File: config.mk
export PLATFORM = sky130hd
export DESIGN_NAME = ebr_ext_bus_arbiter
export DESIGN_NICKNAME = d
export VERILOG_FILES = /design/src/ebr_pkg.sv /design/src/ebr_master_arb.sv /design/src/ebr_ext_bus_arbiter.sv
export SDC_FILE = /design/constraint.sdc
export NUM_CORES = 1
export LEC_CHECK = 0
export BUFFER_PORTS_ARGS = -buffer_cell sky130_fd_sc_hd__buf_2
export CAP_MARGIN = 5
export CELL_PAD_IN_SITES_DETAIL_PLACEMENT = 1
export CELL_PAD_IN_SITES_GLOBAL_PLACEMENT = 2
export CORE_MARGIN = 10
export CORE_UTILIZATION = 32
export CTS_CLUSTER_DIAMETER = 200
export DETAILED_ROUTE_END_ITERATION = 7
export PLACE_DENSITY = 0.89
export SLEW_MARGIN = 25
export SYNTH_ARGS = -nofsm -noshare
export SYNTH_HDL_FRONTEND = slang
export SYNTH_SLANG_ARGS = --single-unit
File: constraint.sdc
create_clock -name clk_sys_i -period 2.8 [get_ports clk_sys_i]
set_input_delay 0.56 -clock clk_sys_i [delete_from_list [all_inputs] [get_ports clk_sys_i]]
set_output_delay 0.56 -clock clk_sys_i [all_outputs]
set_load 0.01 [all_outputs]
File: src/ebr_pkg.sv
// How it works
// - Different-area read after read starts with an idle cycle when enabled.
// - Write directly after read starts with an idle cycle when enabled.
// - Read directly after write starts with an idle cycle when enabled.
// - Idle cycle lasts one or two states, picked by the length select.
// - After reset all idle insertion enables read as set.
// - Idle cycle shows next address, floats data, keeps every strobe high.
// - Buffered write: first state write only, internal access overlaps the rest.
// - Low request with release enabled in expanded mode gives acknowledge and floats bus.
// - Released bus: internal masters continue; external accesses wait for request withdrawal.
// - Standby entry requested while released waits until the outside request goes away.
// - Request-out enabled: drive request out low for pending access or standby.
// - Request input high ends release; acknowledge returns high.
// - Outside release request beats a simultaneous internal external access.
// - Released state floats address, data, chip selects and all strobes.
// - Highest priority requester is granted and keeps bus while granted.
// - CPU lowest priority; while awake it loses bus only at cycle boundaries, never mid-longword.
// - CPU keeps bus through a bit manipulation read-modify-write.
// - Sleeping CPU gives up the bus at once.
// - Transfer controller requests on activation, releases only between its phases.
// - Outside request reaches arbitration; release waits for current external cycle end.
// - Reset aborts any cycle and puts the controller in its reset state.
// - Request out may fall before acknowledge during internal arbitration.
package ebr_pkg;
  localparam int ADDR_W = 24;
  localparam int DATA_W = 16;
  localparam int AREA_W = 3;
  localparam int NCS = 8;
  localparam int BE_W = 2;
  localparam int BE_HI = 1;
  localparam int BE_LO = 0;
  localparam int IDX_DIFF = 0;
  localparam int IDX_WAR = 1;
  localparam int IDX_RAW = 2;
  localparam logic [2:0] IDLE_EN_RST = 3'h7;
  localparam logic [1:0] IDLE_SHORT = 2'h1;
  localparam logic [1:0] IDLE_LONG = 2'h2;
  localparam logic [1:0] IDLE_LAST = 2'h1;
  localparam logic [ADDR_W-1:0] ADDR_RST = 24'h000000;
  localparam logic [DATA_W-1:0] DATA_RST = 16'h0000;
  localparam logic [AREA_W-1:0] AREA_RST = 3'h0;
  localparam logic [NCS-1:0] CS_OFF = 8'hFF;
  localparam logic [BE_W-1:0] BE_RST = 2'h0;
  typedef enum logic [5:0] {
    ST_IDLE = 6'h01,
    ST_TI = 6'h02,
    ST_T1 = 6'h04,
    ST_T2 = 6'h08,
    ST_ARB = 6'h10,
    ST_REL = 6'h20
  } ebr_state_e;
endpackage

File: src/ebr_master_arb.sv
`timescale 1ns/100ps
`default_nettype none
module ebr_master_arb (
  input wire logic clk_sys_i,
  input wire logic rst_n_i,
  input wire logic cpu_req_i,
  input wire logic cpu_lock_i,
  input wire logic cpu_sleep_i,
  input wire logic dtc_req_i,
  input wire logic dtc_phase_i,
  input wire logic bound_i,
  output logic cpu_gnt_o,
  output logic dtc_gnt_o
);
  logic cpu_gnt_r;
  logic dtc_gnt_r;
  logic cpu_free_w;
  logic dtc_keep_w;
  logic dtc_take_w;
  logic dtc_gnt_nxt;
  logic cpu_gnt_nxt;

  // CPU yields at a cycle break outside a locked sequence, or at once when asleep
  assign cpu_free_w = !cpu_gnt_r || cpu_sleep_i || (bound_i && !cpu_lock_i);
  // Controller holds the bus inside a phase and until a cycle break
  assign dtc_keep_w = dtc_gnt_r && (dtc_req_i || dtc_phase_i || !bound_i);
  assign dtc_take_w = dtc_req_i && !dtc_gnt_r && cpu_free_w;
  assign dtc_gnt_nxt = dtc_keep_w || dtc_take_w;
  assign cpu_gnt_nxt = !dtc_gnt_nxt && (cpu_req_i || (cpu_gnt_r && cpu_lock_i));

  always_ff @(posedge clk_sys_i or negedge rst_n_i) begin
    if (!rst_n_i) begin
      cpu_gnt_r <= 1'b0;
      dtc_gnt_r <= 1'b0;
    end else begin
      cpu_gnt_r <= cpu_gnt_nxt;
      dtc_gnt_r <= dtc_gnt_nxt;
    end
  end

  assign cpu_gnt_o = cpu_gnt_r;
  assign dtc_gnt_o = dtc_gnt_r;
endmodule // ebr_master_arb
`default_nettype wire

File: src/ebr_ext_bus_arbiter.sv
`timescale 1ns/100ps
`default_nettype none
module ebr_ext_bus_arbiter (
  input wire logic clk_sys_i,
  input wire logic rstn_i,
  input wire logic expanded_mode_i,
  input wire logic bus_release_en_i,
  input wire logic request_out_en_i,
  input wire logic write_buffer_en_i,
  input wire logic idle_length_sel_i,
  input wire logic idle_diff_area_read_en_i,
  input wire logic idle_write_after_read_en_i,
  input wire logic idle_read_after_write_en_i,
  input wire logic cpu_req_i,
  input wire logic cpu_lock_i,
  input wire logic cpu_sleep_i,
  input wire logic dtc_req_i,
  input wire logic dtc_phase_i,
  input wire logic standby_req_i,
  input wire logic xreq_i,
  input wire logic xwr_i,
  input wire logic [ebr_pkg::ADDR_W-1:0] xaddr_i,
  input wire logic [ebr_pkg::AREA_W-1:0] xarea_i,
  input wire logic [ebr_pkg::DATA_W-1:0] xwdata_i,
  input wire logic [ebr_pkg::BE_W-1:0] xbe_i,
  input wire logic ext_bus_request_in_n_i,
  output logic bus_ack_n_o,
  output logic bus_request_out_n_o,
  output logic [ebr_pkg::ADDR_W-1:0] addr_o,
  output logic addr_oe_o,
  output logic [ebr_pkg::DATA_W-1:0] data_o,
  output logic data_oe_o,
  output logic [ebr_pkg::NCS-1:0] chip_select_n_o,
  output logic addr_strobe_n_o,
  output logic read_strobe_n_o,
  output logic high_write_strobe_n_o,
  output logic low_write_strobe_n_o,
  output logic ctrl_oe_o,
  output logic cpu_gnt_o,
  output logic dtc_gnt_o,
  output logic ext_done_o,
  output logic released_o,
  output logic standby_go_o
);
  // Reset and pin synchronisers
  logic rst_s1_r;
  logic rst_n;
  logic ext_bus_request_in_s1_r;
  logic ext_bus_request_in_s2_r;

  // Sequencer state
  ebr_pkg::ebr_state_e st_r;
  ebr_pkg::ebr_state_e st_nxt;
  logic [1:0] cnt_r;
  logic [1:0] cnt_nxt;
  logic [2:0] cfg_idle_r;

  // Access being run on the pins
  logic [ebr_pkg::ADDR_W-1:0] cur_addr_r;
  logic [ebr_pkg::ADDR_W-1:0] cur_addr_nxt;
  logic [ebr_pkg::AREA_W-1:0] cur_area_r;
  logic [ebr_pkg::AREA_W-1:0] cur_area_nxt;
  logic [ebr_pkg::DATA_W-1:0] cur_wdata_r;
  logic [ebr_pkg::DATA_W-1:0] cur_wdata_nxt;
  logic [ebr_pkg::BE_W-1:0] cur_be_r;
  logic [ebr_pkg::BE_W-1:0] cur_be_nxt;
  logic cur_wr_r;
  logic cur_wr_nxt;
  logic cur_buf_r;
  logic cur_buf_nxt;

  // Previous external cycle
  logic last_vld_r;
  logic last_wr_r;
  logic [ebr_pkg::AREA_W-1:0] last_area_r;

  // Registered pin and status outputs
  logic ack_n_r;
  logic brqo_n_r;
  logic addr_oe_r;
  logic ctrl_oe_r;
  logic data_oe_r;
  logic [ebr_pkg::NCS-1:0] cs_n_r;
  logic as_n_r;
  logic rd_n_r;
  logic hwr_n_r;
  logic lwr_n_r;
  logic done_r;
  logic rel_r;
  logic stby_r;

  // Decodes
  logic cpu_gnt_w;
  logic dtc_gnt_w;
  logic acc_w;
  logic rel_req_w;
  logic start_w;
  logic need_idle_w;
  logic diff_rd_w;
  logic war_w;
  logic raw_w;
  logic bound_w;
  logic in_cyc_nxt;
  logic rel_nxt;
  logic done_nxt;
  logic brqo_nxt;
  logic [ebr_pkg::NCS-1:0] cs_hit_nxt;
  logic idle_st_w;
  logic t2_st_w;
  logic rd_n_nxt;
  logic hwr_n_nxt;
  logic lwr_n_nxt;
  logic doe_nxt;
  logic stby_nxt;

  // Decodes of the coming state shared by the pin and status stages
  function automatic logic ebr_in_cycle(input ebr_pkg::ebr_state_e s);
    ebr_in_cycle = (s == ebr_pkg::ST_T1) || (s == ebr_pkg::ST_T2);
  endfunction

  // Bus handed over, or being handed over, to the outside master
  function automatic logic ebr_bus_parked(input ebr_pkg::ebr_state_e s);
    ebr_bus_parked = (s == ebr_pkg::ST_ARB) || (s == ebr_pkg::ST_REL);
  endfunction

  // Async assert, two-flop release of the internal reset
  always_ff @(posedge clk_sys_i or negedge rstn_i) begin
    if (!rstn_i) begin
      rst_s1_r <= 1'b0;
      rst_n <= 1'b0;
    end else begin
      rst_s1_r <= 1'b1;
      rst_n <= rst_s1_r;
    end
  end

  // Outside bus request pin passes two flops
  always_ff @(posedge clk_sys_i or negedge rst_n) begin
    if (!rst_n) begin
      ext_bus_request_in_s1_r <= 1'b1;
      ext_bus_request_in_s2_r <= 1'b1;
    end else begin
      ext_bus_request_in_s1_r <= ext_bus_request_in_n_i;
      ext_bus_request_in_s2_r <= ext_bus_request_in_s1_r;
    end
  end

  ebr_master_arb u_arb (
    .clk_sys_i(clk_sys_i),
    .rst_n_i(rst_n),
    .cpu_req_i(cpu_req_i),
    .cpu_lock_i(cpu_lock_i),
    .cpu_sleep_i(cpu_sleep_i),
    .dtc_req_i(dtc_req_i),
    .dtc_phase_i(dtc_phase_i),
    .bound_i(bound_w),
    .cpu_gnt_o(cpu_gnt_w),
    .dtc_gnt_o(dtc_gnt_w)
  );

  assign idle_st_w = (st_r == ebr_pkg::ST_IDLE);
  assign t2_st_w = (st_r == ebr_pkg::ST_T2);
  // Outside release request handed to arbitration
  // Release leaves only from IDLE, so a cycle already on the pins runs to its end
  assign rel_req_w = expanded_mode_i && bus_release_en_i && !ext_bus_request_in_s2_r;
  assign acc_w = xreq_i && (cpu_gnt_w || dtc_gnt_w);
  assign start_w = idle_st_w && !rel_req_w && acc_w;
  assign bound_w = t2_st_w || (idle_st_w && !acc_w);

  // Idle insertion conditions against the previous external cycle
  assign diff_rd_w = !xwr_i && !last_wr_r && (xarea_i != last_area_r)
    && cfg_idle_r[ebr_pkg::IDX_DIFF];
  assign war_w = xwr_i && !last_wr_r && cfg_idle_r[ebr_pkg::IDX_WAR];
  assign raw_w = !xwr_i && last_wr_r && cfg_idle_r[ebr_pkg::IDX_RAW];
  assign need_idle_w = last_vld_r && (diff_rd_w || war_w || raw_w);

  assign cur_addr_nxt = start_w ? xaddr_i : cur_addr_r;
  assign cur_area_nxt = start_w ? xarea_i : cur_area_r;
  assign cur_wdata_nxt = start_w ? xwdata_i : cur_wdata_r;
  assign cur_be_nxt = start_w ? xbe_i : cur_be_r;
  assign cur_wr_nxt = start_w ? xwr_i : cur_wr_r;
  assign cur_buf_nxt = start_w ? (write_buffer_en_i && xwr_i) : cur_buf_r;

  always_comb begin
    st_nxt = st_r;
    cnt_nxt = cnt_r;
    case (st_r)
      ebr_pkg::ST_IDLE: begin
        cnt_nxt = idle_length_sel_i ? ebr_pkg::IDLE_LONG : ebr_pkg::IDLE_SHORT;
        if (rel_req_w) begin
          st_nxt = ebr_pkg::ST_ARB;
        end else if (acc_w) begin
          st_nxt = need_idle_w ? ebr_pkg::ST_TI : ebr_pkg::ST_T1;
        end
      end
      ebr_pkg::ST_TI: begin
        // Count down the idle states; a count of one marks the last
        cnt_nxt = cnt_r - 2'h1;
        if (cnt_r == ebr_pkg::IDLE_LAST) begin
          st_nxt = ebr_pkg::ST_T1;
        end
      end
      ebr_pkg::ST_T1: begin
        st_nxt = ebr_pkg::ST_T2;
      end
      ebr_pkg::ST_T2: begin
        st_nxt = ebr_pkg::ST_IDLE;
      end
      ebr_pkg::ST_ARB: begin
        st_nxt = rel_req_w ? ebr_pkg::ST_REL : ebr_pkg::ST_IDLE;
      end
      ebr_pkg::ST_REL: begin
        // Held here until the synchronised request pin is high again
        if (ext_bus_request_in_s2_r) begin
          st_nxt = ebr_pkg::ST_IDLE;
        end
      end
      default: begin
        st_nxt = ebr_pkg::ST_IDLE;
      end
    endcase
  end

  // Pin drive decodes from the coming state
  assign in_cyc_nxt = ebr_in_cycle(st_nxt);
  assign rel_nxt = (st_nxt == ebr_pkg::ST_REL);
  // Ready seen in the final state of the access, or in the first for a buffered write
  assign done_nxt = ((st_nxt == ebr_pkg::ST_T1) && cur_buf_nxt)
    || ((st_nxt == ebr_pkg::ST_T2) && !cur_buf_nxt);
  // Ask for the bus back while arbitrating or released
  assign brqo_nxt = request_out_en_i && ebr_bus_parked(st_nxt)
    && (acc_w || standby_req_i);
  assign doe_nxt = in_cyc_nxt && cur_wr_nxt;
  assign rd_n_nxt = !(in_cyc_nxt && !cur_wr_nxt);
  assign hwr_n_nxt = !(in_cyc_nxt && cur_wr_nxt && cur_be_nxt[ebr_pkg::BE_HI]);
  assign lwr_n_nxt = !(in_cyc_nxt && cur_wr_nxt && cur_be_nxt[ebr_pkg::BE_LO]);
  // Standby may go ahead only while the bus is ours
  assign stby_nxt = standby_req_i && !ebr_bus_parked(st_nxt);

  // One chip select per area, active only in T1 and T2
  genvar gi;
  generate
    for (gi = 0; gi < ebr_pkg::NCS; gi = gi + 1) begin : g_cs
      assign cs_hit_nxt[gi] = in_cyc_nxt && (int'(cur_area_nxt) == gi);
    end
  endgenerate

  // Sequencer and access capture; reset drops any cycle in flight
  always_ff @(posedge clk_sys_i or negedge rst_n) begin
    if (!rst_n) begin
      st_r <= ebr_pkg::ST_IDLE;
      cnt_r <= ebr_pkg::IDLE_SHORT;
      cfg_idle_r <= ebr_pkg::IDLE_EN_RST;
      cur_addr_r <= ebr_pkg::ADDR_RST;
      cur_area_r <= ebr_pkg::AREA_RST;
      cur_wdata_r <= ebr_pkg::DATA_RST;
      cur_be_r <= ebr_pkg::BE_RST;
      cur_wr_r <= 1'b0;
      cur_buf_r <= 1'b0;
    end else begin
      st_r <= st_nxt;
      cnt_r <= cnt_nxt;
      cfg_idle_r <= {idle_read_after_write_en_i, idle_write_after_read_en_i,
        idle_diff_area_read_en_i};
      cur_addr_r <= cur_addr_nxt;
      cur_area_r <= cur_area_nxt;
      cur_wdata_r <= cur_wdata_nxt;
      cur_be_r <= cur_be_nxt;
      cur_wr_r <= cur_wr_nxt;
      cur_buf_r <= cur_buf_nxt;
    end
  end

  // History of the last external cycle; forgotten over a release
  always_ff @(posedge clk_sys_i or negedge rst_n) begin
    if (!rst_n) begin
      last_vld_r <= 1'b0;
      last_wr_r <= 1'b0;
      last_area_r <= ebr_pkg::AREA_RST;
    end else if (st_r == ebr_pkg::ST_REL) begin
      last_vld_r <= 1'b0;
    end else if (t2_st_w) begin
      last_vld_r <= 1'b1;
      last_wr_r <= cur_wr_r;
      last_area_r <= cur_area_r;
    end
  end

  // Pin outputs
  always_ff @(posedge clk_sys_i or negedge rst_n) begin
    if (!rst_n) begin
      ack_n_r <= 1'b1;
      brqo_n_r <= 1'b1;
      addr_oe_r <= 1'b1;
      ctrl_oe_r <= 1'b1;
      data_oe_r <= 1'b0;
      cs_n_r <= ebr_pkg::CS_OFF;
      as_n_r <= 1'b1;
      rd_n_r <= 1'b1;
      hwr_n_r <= 1'b1;
      lwr_n_r <= 1'b1;
    end else begin
      ack_n_r <= !rel_nxt;
      brqo_n_r <= !brqo_nxt;
      addr_oe_r <= !rel_nxt;
      ctrl_oe_r <= !rel_nxt;
      data_oe_r <= doe_nxt;
      cs_n_r <= ~cs_hit_nxt;
      as_n_r <= !in_cyc_nxt;
      rd_n_r <= rd_n_nxt;
      hwr_n_r <= hwr_n_nxt;
      lwr_n_r <= lwr_n_nxt;
    end
  end

  // Status outputs
  always_ff @(posedge clk_sys_i or negedge rst_n) begin
    if (!rst_n) begin
      done_r <= 1'b0;
      rel_r <= 1'b0;
      stby_r <= 1'b0;
    end else begin
      done_r <= done_nxt;
      rel_r <= rel_nxt;
      stby_r <= stby_nxt;
    end
  end

  assign bus_ack_n_o = ack_n_r;
  assign bus_request_out_n_o = brqo_n_r;
  assign addr_o = cur_addr_r;
  assign addr_oe_o = addr_oe_r;
  assign data_o = cur_wdata_r;
  assign data_oe_o = data_oe_r;
  assign chip_select_n_o = cs_n_r;
  assign addr_strobe_n_o = as_n_r;
  assign read_strobe_n_o = rd_n_r;
  assign high_write_strobe_n_o = hwr_n_r;
  assign low_write_strobe_n_o = lwr_n_r;
  assign ctrl_oe_o = ctrl_oe_r;
  assign cpu_gnt_o = cpu_gnt_w;
  assign dtc_gnt_o = dtc_gnt_w;
  assign ext_done_o = done_r;
  assign released_o = rel_r;
  assign standby_go_o = stby_r;
endmodule // ebr_ext_bus_arbiter
`default_nettype wire

==> metrics.cfg, run 1 <==
[grt]
antenna_found_initial=0
first_global_vias=2830
grt_usage_pct=12.5
grt_pass1_wl_um=15800
grt_max_degree=32
overflow=0

[clocking]
cts_buffers=9
cts_tree=yes
cts.sinks=87
cts_buffer_depth=2
clock_latency_ns=0.34
cts_htree_levels=3
post_cts_buffers=0
ctsHoldBuffers=1
cts_root_buf=clkbuf_16
clk_pin_slew_ns=0.06
cts_resized=0

[die]
rows=38
die_h_um=126
start_util_pct=32.9
die_w_um=126
fp.dieArea_um2=15900
core-area_um2=10900
io_pins=126

[layout]
fillers=1212
multi_input_area_um2=1300
final_cell_area_um2=4690
final_layout_size_suffix_gt1_share_pct=42.7
syn2layout_area_growth_pct=30.4
layout.nets=465
final_cell_mix=125 x buf_2, 65 x dfrtp_1, 49 x mux2_1
ff_latch_area_um2=2210
n_antenna_cell=0
final_common_cell=buf_2

[power_and_ir_drop]
p_per_area_nw_per_um2=1080
power_w=0.00505
peakVddDrop_uv=384
power_leakage_nw=2.16

[synth]
ys_types=47
synth_nets=334
netlist_top_cells_area=dfrtp_1 46%, dfstp_2 15%, mux2_1 15%
yosys.area.top_type_share_pct=45.9
seq_area_frac_synth_pct=61.2
synth_cells=269
avgSynthCellArea_um2=13.4
ys_seq_elements=87
yosysWarnings=0
synth_flop_cell=dfrtp_1
yosys.area.top_type=dfrtp_1
synth_edf_count=0
async_reset_ff_share_pct=100
syn_area_um2=3600

[timing]
post-route-min-period_ns=2.14
hold_violations=0
fin_tns_setup_ns=0
finalSetupViolCount=0
fin_crit_sh_pct=76.3
final_max_slew_viol_count=0
worstMarginPinSlew_ns=0.820
finClkSkew_ns=0.00503
fmax_mhz=468
hold_slack_ns=0.251
rsz0062_at_grt=false
maxSlewHeadroom_pct=44.8

[drt]
via_count=2605
drt_iter0_markers=100
drc=0
met2_length_um=4710
m1WireLength_um=4210
met3_length_um=710
drt-pass1-iter-count=4
wl_per_cell_um=18.0
vias_per_cell=4.78
routed.top_layer=met4
wl_um=9830
ant_nets=0

[place]
dp_hpwl_um=7750
gp_congestion=0.789
placed_area_um2=4400
io_buffer_count=125

[critical_path]
end_kind=flop
crit_arrival_ns=2.39
critPathKind=reg -> reg
reg2reg_depth=4
critPathMaxFanout=8
worstSetupStartpointType=flop
worstReg2RegEnd=chip_select_n_o[0]
rr_startpoint=st_r[1]
cp.required_ns=3.05
rrSetupSlack_ns=0.66

[status]
status=finished, final reports clean

[job]
max_cap_violations=0

[hold_path]
hp-class=reg -> async

layer usage:
metal,global-route usage (%),up-vias
li1,-,1216
met1,15.0,1290
met2,19.6,83
met3,4.36,16
met4,5.69,0
met5,0,-
power breakdown:
group / switching (W) / internal, W / leakage, nW / total (W)
Sequential: 0.000309 / 0.00178 / 1.02 / 0.00208
Clock: 0.000481 / 0.000648 / 0.136 / 0.00113
Combinational: 0.000980 / 0.000854 / 1.01 / 0.00183
Total: 0.00177 / 0.00328 / 2.16 / 0.00505
registers in the layout, indices dropped and copies added, names as in the netlist, 2 cells and up:
register and flops:
data_o 16, addr_o 24, chip_select_n_o 8, cnt_r 2, cur_be_r 2, last_area_r 3, cfg_idle_r 3, st_r 6
cur_area_r 3
worst max-delay path by stage:
stage                        from                 end  slack, ns  cells after the start
after global placement    st_r[1]      last_area_r[1]       0.75                      3
after global routing      st_r[1]  chip_select_n_o[2]       0.59                      4
after CTS                 st_r[5]          addr_o[20]       0.71                      5
final                     st_r[1]  chip_select_n_o[0]       0.66                      4
after floorplan             rst_n           addr_o[0]       0.23                      0
after detailed placement  st_r[5]          addr_o[20]       0.73                      5
synth_stat cells (4+ instances only):
| master | number |
|---|---|
| inv_1 | 7 |
| dfstp_2 | 21 |
| a32oi_1 | 4 |
| nand2b_1 | 9 |
| a21oi_1 | 4 |
| nand2_1 | 9 |
| nor2b_1 | 8 |
| mux2_1 | 49 |
| buf_2 | 5 |
| dfrtp_1 | 66 |
| and2_1 | 4 |
| nor2_1 | 12 |
| o21ai_1 | 13 |
| nand4_1 | 4 |
cells by family after synthesis:
logic type | synth area share [%]
AO/OA/AOI/OAI | 8.55
XOR/XNOR | 0.974
adder cells (fa/ha/maj) | 0.348
buffers and inverters | 2.57
flip-flops | 61.2
multiplexers | 16.2
other | 0.104
AND/OR/NAND/NOR | 10.0
worst max-delay path, stage by stage (launching register included):
cell,delay (ns)
dfrtp_1,0.46
nor4_1,0.74
a32oi_1,0.34
a21oi_1,0.37
o21ai_1,0.14
area by class of cell:
| cell class | instances | area share (%) |
|---|---|---|
| Sequential cell | 87 | 47.1 |
| Clock buffer | 13 | 5.55 |
| Inverter | 8 | 0.640 |
| Tap cell | 140 | 3.73 |
| Timing Repair Buffer | 131 | 14.9 |
| Clock inverter | 3 | 0.373 |
| Multi-Input combinational cell | 163 | 27.8 |
stage by stage:
| step | worst slack, ns | utilization (%) | std cells |
|---|---|---|---|
| floorplan | 0.234 | - | 269 |
| global route | 0.593 | 42.9 | 545 |
| finish | 0.664 | 42.9 | 545 |
| global placement | 0.752 | 39.9 | 526 |
| CTS | 0.710 | 42.9 | 545 |
| detailed placement | 0.732 | 40.3 | 528 |
(Power assumes the default switching activity.)
==> run 2: changes to the inputs <==
--- a/config.mk
+++ b/config.mk
@@ -5,15 +5,16 @@
 export SDC_FILE = /design/constraint.sdc
 export NUM_CORES = 1
 export LEC_CHECK = 0
+export ABC_AREA = 1
 export BUFFER_PORTS_ARGS = -buffer_cell sky130_fd_sc_hd__buf_2
 export CAP_MARGIN = 5
 export CELL_PAD_IN_SITES_DETAIL_PLACEMENT = 1
 export CELL_PAD_IN_SITES_GLOBAL_PLACEMENT = 2
 export CORE_MARGIN = 10
-export CORE_UTILIZATION = 32
+export CORE_UTILIZATION = 25
 export CTS_CLUSTER_DIAMETER = 200
 export DETAILED_ROUTE_END_ITERATION = 7
-export PLACE_DENSITY = 0.89
+export PLACE_DENSITY = 0.84
 export SLEW_MARGIN = 25
 export SYNTH_ARGS = -nofsm -noshare
 export SYNTH_HDL_FRONTEND = slang
==> constraint.sdc (replaced) <==
create_clock -name clk_sys_i -period 1.8 [get_ports clk_sys_i]
set_input_delay 0.36 -clock clk_sys_i [delete_from_list [all_inputs] [get_ports clk_sys_i]]
set_output_delay 0.36 -clock clk_sys_i [all_outputs]
set_load 0.01 [all_outputs]
==> run 2 against run 1 <==
  * Global-route usage fell by 1.1 points
  * Maximum frequency rose by 26%
  * Synthesized area down 3.8%
  * Sequential power up 48%
  * Design area increased by 1.1%
  * Wire length rose by 8.1%
  * Largest cell class unchanged
  * Combinational power up 65%
  * Flip-flop and latch count is the same
  * Clock power rose by 71%
  * Sequential share of layout area decreased by 0.51 points
==> metrics.cfg, run 2 <==
[status]
status=finished, final reports clean

[place]
placed_area_um2=4310  ; -2.1%
io_buffer_count=125  ; unchanged
gp_congestion=0.805  ; +2.1%
dp_hpwl_um=7900  ; +1.9%

[drt]
drt_iter0_markers=124  ; +24%
drc=0  ; unchanged
via_count=2945  ; +13%
wl_um=10600  ; +8.1%
ant_nets=0  ; unchanged
wl_per_cell_um=15.3  ; -15%
drt-pass1-iter-count=4  ; unchanged
vias_per_cell=4.24  ; -11%

[layout]
final_layout_size_suffix_gt1_share_pct=37.7  ; -5.0 points
final_common_cell=nand2_1
layout.nets=577  ; +24%
largest_reg_flops=24  ; unchanged
syn2layout_area_growth_pct=37.0
utilization_pct=35.4  ; -7.5 points
final_cell_area_um2=4740  ; +1.1%
final_cell_mix=167 x nand2_1, 125 x buf_2, 65 x dfrtp_1

[critical_path]
rr_startpoint=st_r[0]
critPathMaxFanout=10  ; +2
critPathBufInv=2  ; +2
cp_cell_sequence=inv_1 > nor2_2 > nand3_4 > nor2_4 > buf_4 > nand2_4 > o21ai_2 > nor2_1 > nand3_1
reg2reg_depth=9  ; +5
critPathSlowestCell=dfstp_2
worstSetupStartpointType=flop
critPathKind=reg -> reg
rrSetupSlack_ns=0.11  ; -0.56 ns
crit_path_max_incr_delay_ns=0.53  ; -0.21 ns
end_kind=flop
crit_family=simple AND/OR/NAND/NOR gates
cp.required_ns=2.08  ; -0.97 ns
crit_arrival_ns=1.97  ; -0.42 ns
worstReg2RegEnd=chip_select_n_o[3]

[synth]
synth_fa_ha_area_share_pct=0.362  ; +0.014 points
avgSynthCellArea_um2=9.25  ; -31%
yosysMostFrequentCell=nand2_1
synth_top_family_by_area=simple AND/OR/NAND/NOR gates
yosys.area.top_type_share_pct=47.7  ; +1.8 points
muxShareOfSynthArea_pct=0  ; -16 points
ys_seq_elements=87  ; unchanged
yosys.area.top_type=dfrtp_1
synth-compound-area-share_pct=4.48  ; -4.1 points
synth_flop_cell=dfrtp_1
netlist_top_cells_count=169 x nand2_1, 66 x dfrtp_1, 36 x inv_1
synth_edf_count=0  ; unchanged
netlist_top_cells_area=dfrtp_1 48%, nand2_1 18%, dfstp_2 16%
synth-simple-area-share_pct=25.2  ; +15 points
synth_xor_area_share_pct=0  ; -0.97 points
yosysWarnings=0  ; unchanged
async_reset_ff_share_pct=100  ; unchanged
ys_types=28  ; -40%
synth_nets=439  ; +31%
seq_area_frac_synth_pct=63.7  ; +2.4 points
synth_cells=374  ; +39%
syn_area_um2=3460  ; -3.8%

[clocking]
clock_latency_ns=0.34  ; about the same
cts_buffer_depth=2  ; unchanged
cts.sinks=87  ; unchanged
cts_root_buf=clkbuf_16
clk_pin_slew_ns=0.06  ; about the same
cts_buffers=9  ; unchanged
cts_htree_levels=3  ; unchanged
cts_tree=yes

[grt]
first_global_vias=3287  ; +16%
grt_pass1_wl_um=16700  ; +6.2%
grt_usage_pct=11.4  ; -1.1 points
antenna_found_initial=1  ; +1
overflow=0  ; unchanged
grt_max_degree=47  ; +47%

[timing]
finClkSkew_ns=0.00527  ; +0.000246 ns
fin_tns_setup_ns=0  ; unchanged
final_max_slew_viol_count=0  ; unchanged
fin_crit_sh_pct=94.0  ; +18 points
rsz0062_at_grt=false
worstMarginPinSlew_ns=0.577  ; -0.243 ns
fmax_mhz=591  ; +26%
post-route-min-period_ns=1.69  ; -0.444 ns
finalSetupViolCount=0  ; unchanged
maxSlewHeadroom_pct=61.5  ; +17 points
hold_violations=0  ; unchanged

[hold_path]
hp-class=in -> reg
min_to=cfg_idle_r[0]
hold_path_depth=1
min_from=idle_diff_area_read_en_i

[power_and_ir_drop]
peakVddDrop_uv=515  ; +34%
power_w=0.00801  ; +59%
p_per_area_nw_per_um2=1690  ; +57%
power_leakage_nw=2.57  ; +19%

[die]
start_util_pct=25.8  ; -7.1 points
fp.dieArea_um2=18900  ; +19%
die_w_um=138  ; +9.2%
core-area_um2=13400  ; +23%
io_pins=126  ; unchanged
die_h_um=138  ; +9.2%
rows=42  ; +11%

[job]
max_cap_violations=0  ; unchanged

[run 2: power breakdown]
part / switching (W) / leakage, nW / internal, W
logic: 0.00191 / 1.37 / 0.00111
registers: 0.000356 / 1.05 / 0.00271
clock network: 0.000777 / 0.152 / 0.00115
total: 0.00304 / 2.57 / 0.00497
[run 2: final cells by class]
cell class,instances,area (um^2)
Timing Repair Buffer,137,733
Sequential cell,87,2210
Fill cell,1622,8660
Tap cell,176,220
Multi-Input combinational cell,240,1130
Antenna cell,1,2.50
Clock buffer,11,253
Inverter,37,141
Clock inverter,5,56.3
[run 2: how the worst max path moves through the flow]
stage                                from               endpoint  cells after the start
after floorplan                   st_r[0]     chip_select_n_o[0]                     10
after global placement    expanded_mode_i   low_write_strobe_n_o                      9
after global routing      u_arb.dtc_gnt_o  high_write_strobe_n_o                      7
after CTS                 u_arb.cpu_gnt_o   low_write_strobe_n_o                      7
final                             st_r[0]     chip_select_n_o[3]                      9
after detailed placement          st_r[0]             addr_o[13]                      9
[run 2: cells by family (layout without fill, tap and decap cells)]
logic type / Yosys count / after routing
compound gates: 26 / 26
other cells: 1 / 2
simple gates: 210 / 212
flops: 87 / 87
fa+ha+maj: 1 / 1
buf+inv: 49 / 190
[run 2: what timing repair did]
action | in CTS | in global routing
resized for setup | 1 | 18
pin swaps | 0 | 5
endpoints found under the setup margin | 2 | 58
hold buffers | 1 | 0
hold endpoints to repair | 2 | 0
gates cloned | 0 | 2
setup buffers | 0 | 1
[run 2: per-layer routing]
| metal | routed length, um | up-vias | global-route usage (%) |
|---|---|---|---|
| li1 | - | 1428 | - |
| met1 | 4330 | 1432 | 12.8 |
| met2 | 5260 | 74 | 18.8 |
| met3 | 899 | 11 | 4.52 |
| met4 | 138 | 0 | 4.57 |
| met5 | 0 | - | 0 |
[run 2: worst register-to-register path: stages (launching register included)]
cell	delay (ns)
dfstp_2	0.53
inv_1	0.06
nor2_2	0.13
nand3_4	0.09
nor2_4	0.20
buf_4	0.16
nand2_4	0.11
o21ai_2	0.19
nor2_1	0.09
nand3_1	0.09
[run 2: metrics by stage]
stage,hold WS [ns],worst slack (ns),std cells
6_report,0.118,0.108,694
5_1_grt,0.102,0.00326,693
2_1_floorplan,0.0644,0.284,374
4_1_cts,0.103,0.0116,690
3_3_place_gp,0.150,0.0703,673
3_5_place_dp,0.150,0.00108,673
==> run 3: changes to the inputs <==
--- a/config.mk
+++ b/config.mk
@@ -14,6 +14,7 @@
 export CORE_UTILIZATION = 25
 export CTS_CLUSTER_DIAMETER = 200
 export DETAILED_ROUTE_END_ITERATION = 7
+export MAX_ROUTING_LAYER = met4
 export PLACE_DENSITY = 0.84
 export SLEW_MARGIN = 25
 export SYNTH_ARGS = -nofsm -noshare
==> run 3 against run 2 <==
  * Sequential power about the same
  * Largest power group unchanged
  * Flip-flop and latch count unchanged
  * Setup slack hardly changed
  * Die area is the same
  * Highest routed layer unchanged
  * Design area shrank 0.37%
  * Count of clock-buffer cells in the layout did not move
  * Global-route usage rose by 0.34 points
  * Power decreased by 0.49%
==> metrics.cfg, run 3 (synthesis gave the netlist of run 2 again) <==
[drt]
via_count=2958  ; +0.44%
drt-pass1-iter-count=4  ; unchanged
drc=0  ; unchanged
wl_per_cell_um=15.3  ; +0.15%
wl_um=10600  ; +0.15%
ant_nets=0  ; unchanged
drt_iter0_markers=123  ; -0.81%
vias_per_cell=4.26  ; +0.44%

[grt]
antenna_found_initial=1  ; unchanged
grt_max_degree=47  ; unchanged
overflow=0  ; unchanged
grt_usage_pct=11.7  ; +0.34 points
grt_pass1_wl_um=16700  ; -0.13%
first_global_vias=3298  ; +0.33%

[clocking]
cts_tree=yes
clock_latency_ns=0.34  ; about the same
cts_buffer_depth=2  ; unchanged
cts_htree_levels=3  ; unchanged
cts_buffers=9  ; unchanged
cts_root_buf=clkbuf_16
cts.sinks=87  ; unchanged
clk_pin_slew_ns=0.06  ; about the same

[layout]
fillers=1622  ; unchanged
final_layout_size_suffix_gt1_share_pct=37.1  ; -0.58 points
layout.cells.non_filler=694  ; unchanged
multi_input_area_um2=1110  ; -1.6%
largest_reg_flops=24  ; unchanged
final_cell_mix=167 x nand2_1, 125 x buf_2, 65 x dfrtp_1
syn2layout_area_growth_pct=36.5
ff_latch_area_um2=2210  ; unchanged
layout.nets=577  ; unchanged
final_common_cell=nand2_1

[power_and_ir_drop]
internal_power_w=0.00496  ; -0.30%
power_leakage_nw=2.57  ; -0.15%
power_frac_seq_pct=38.4  ; about the same
switching_share_pct=37.9  ; -0.12 points
pwr-share-comb_pct=37.4  ; -0.3 points
power_w=0.00798  ; -0.49%
peakVddDrop_uv=509  ; -1.2%
clock_power_share_pct=24.1  ; about the same
p_per_area_nw_per_um2=1690  ; -0.12%
switching_power_w=0.00302  ; -0.79%

[place]
dp.cells=673  ; unchanged
gp_congestion=0.817  ; +1.4%
io_buffer_count=125  ; unchanged
dp_hpwl_um=7900  ; unchanged
place_ws_ns=0.00108  ; unchanged

[critical_path]
critPathKind=reg -> reg
worstSetupStartpointType=flop
crit_arrival_ns=1.97  ; about the same
cp.required_ns=2.08  ; about the same
critPathMaxFanout=10  ; unchanged
end_kind=flop

[timing]
rsz0062_at_grt=true
finalSetupViolCount=0  ; unchanged
finClkSkew_ns=0.00489  ; -0.000383 ns
worstMarginPinSlew_ns=0.701  ; +0.124 ns
final_max_slew_viol_count=0  ; unchanged
post-route-min-period_ns=1.69  ; +0.0000900 ns
fmax_mhz=591  ; about the same
fin_ws_ns=0.108  ; -0.0000900 ns
hold_slack_ns=0.119  ; +0.000149 ns
hold_violations=0  ; unchanged
fin_crit_sh_pct=94.0  ; about the same
maxSlewHeadroom_pct=52.7  ; -8.8 points

[status]
status=finished, final reports clean

[die]
io_pins=126  ; unchanged
core-area_um2=13400  ; unchanged
start_util_pct=25.8  ; unchanged
fp.dieArea_um2=18900  ; unchanged
rows=42  ; unchanged
die_h_um=138  ; unchanged
die_w_um=138  ; unchanged

[job]
max_cap_violations=0  ; unchanged

[hold_path]
hp-class=in -> reg

## run 3: what timing repair did
item                                    4_1_cts  5_1_grt
endpoints found under the setup margin        2       59
cloned                                        0        2
endpoints found under the hold margin         2        0
setup buffers                                 0        1
resized for setup                             1       13
pin swaps                                     0        3
hold buffers                                  1        0
## run 3: cell type report
type,count,area share [%]
diodes,1,0.0530
flip-flops and latches,87,46.7
clock inverters,5,1.19
multi-input cells,240,23.5
well taps,176,4.66
clock buffers,11,5.35
repair buffers,137,15.5
inverters,37,2.99
## run 3: final timing paths
kind | from | end | slack (ns) | cells after the start
hold reg to reg | rst_s1_r | rst_n | 0.35 | 0
setup reg to reg | st_r[0] | chip_select_n_o[5] | 0.11 | 9
min in group asynchronous | rstn_i | rst_n | 0.34 | 2
max in group asynchronous | rst_n | last_vld_r | 0.98 | 1
hold / removal | idle_diff_area_read_en_i | cfg_idle_r[0] | 0.12 | 1
setup / recovery | st_r[0] | chip_select_n_o[5] | 0.11 | 9
## run 3: layer usage
layer	vias to the layer above	routed length [um]	track usage [%]
met5	-	0	-
met4	0	165	4.57
met3	12	723	3.53
met2	77	5220	18.7
met1	1440	4530	13.5
li1	1429	-	-
## run 3: power by group through the flow
stage	sequential [W]	clock, W	combinational (W)
4_1_cts	0.00308	0.00199	0.00288
3_5_place_dp	0.00310	0	0.00286
2_1_floorplan	0.00333	0	0.00144
3_3_place_gp	0.00307	0	0.00276
6_report	0.00307	0.00192	0.00299
5_1_grt	0.00317	0.00210	0.00341
## run 3: worst max-delay path: stages (launching register included)
cell and delay (ns):
dfstp_2 0.53, inv_1 0.06, nor2_2 0.13, nand3_4 0.09, nor2_4 0.20, buf_4 0.16, nand2_4 0.11, o21ai_2 0.18
nor2_1 0.08, nand3_1 0.10
## run 3: metrics by stage
step	TNS, ns	utilization, %	instance area, um^2
CTS	0	34.6	4630
detailed placement	0	32.2	4310
global placement	0	32.2	4310
floorplan	0	-	3460
global route	-0.107	35.3	4720
finish	0	35.3	4720
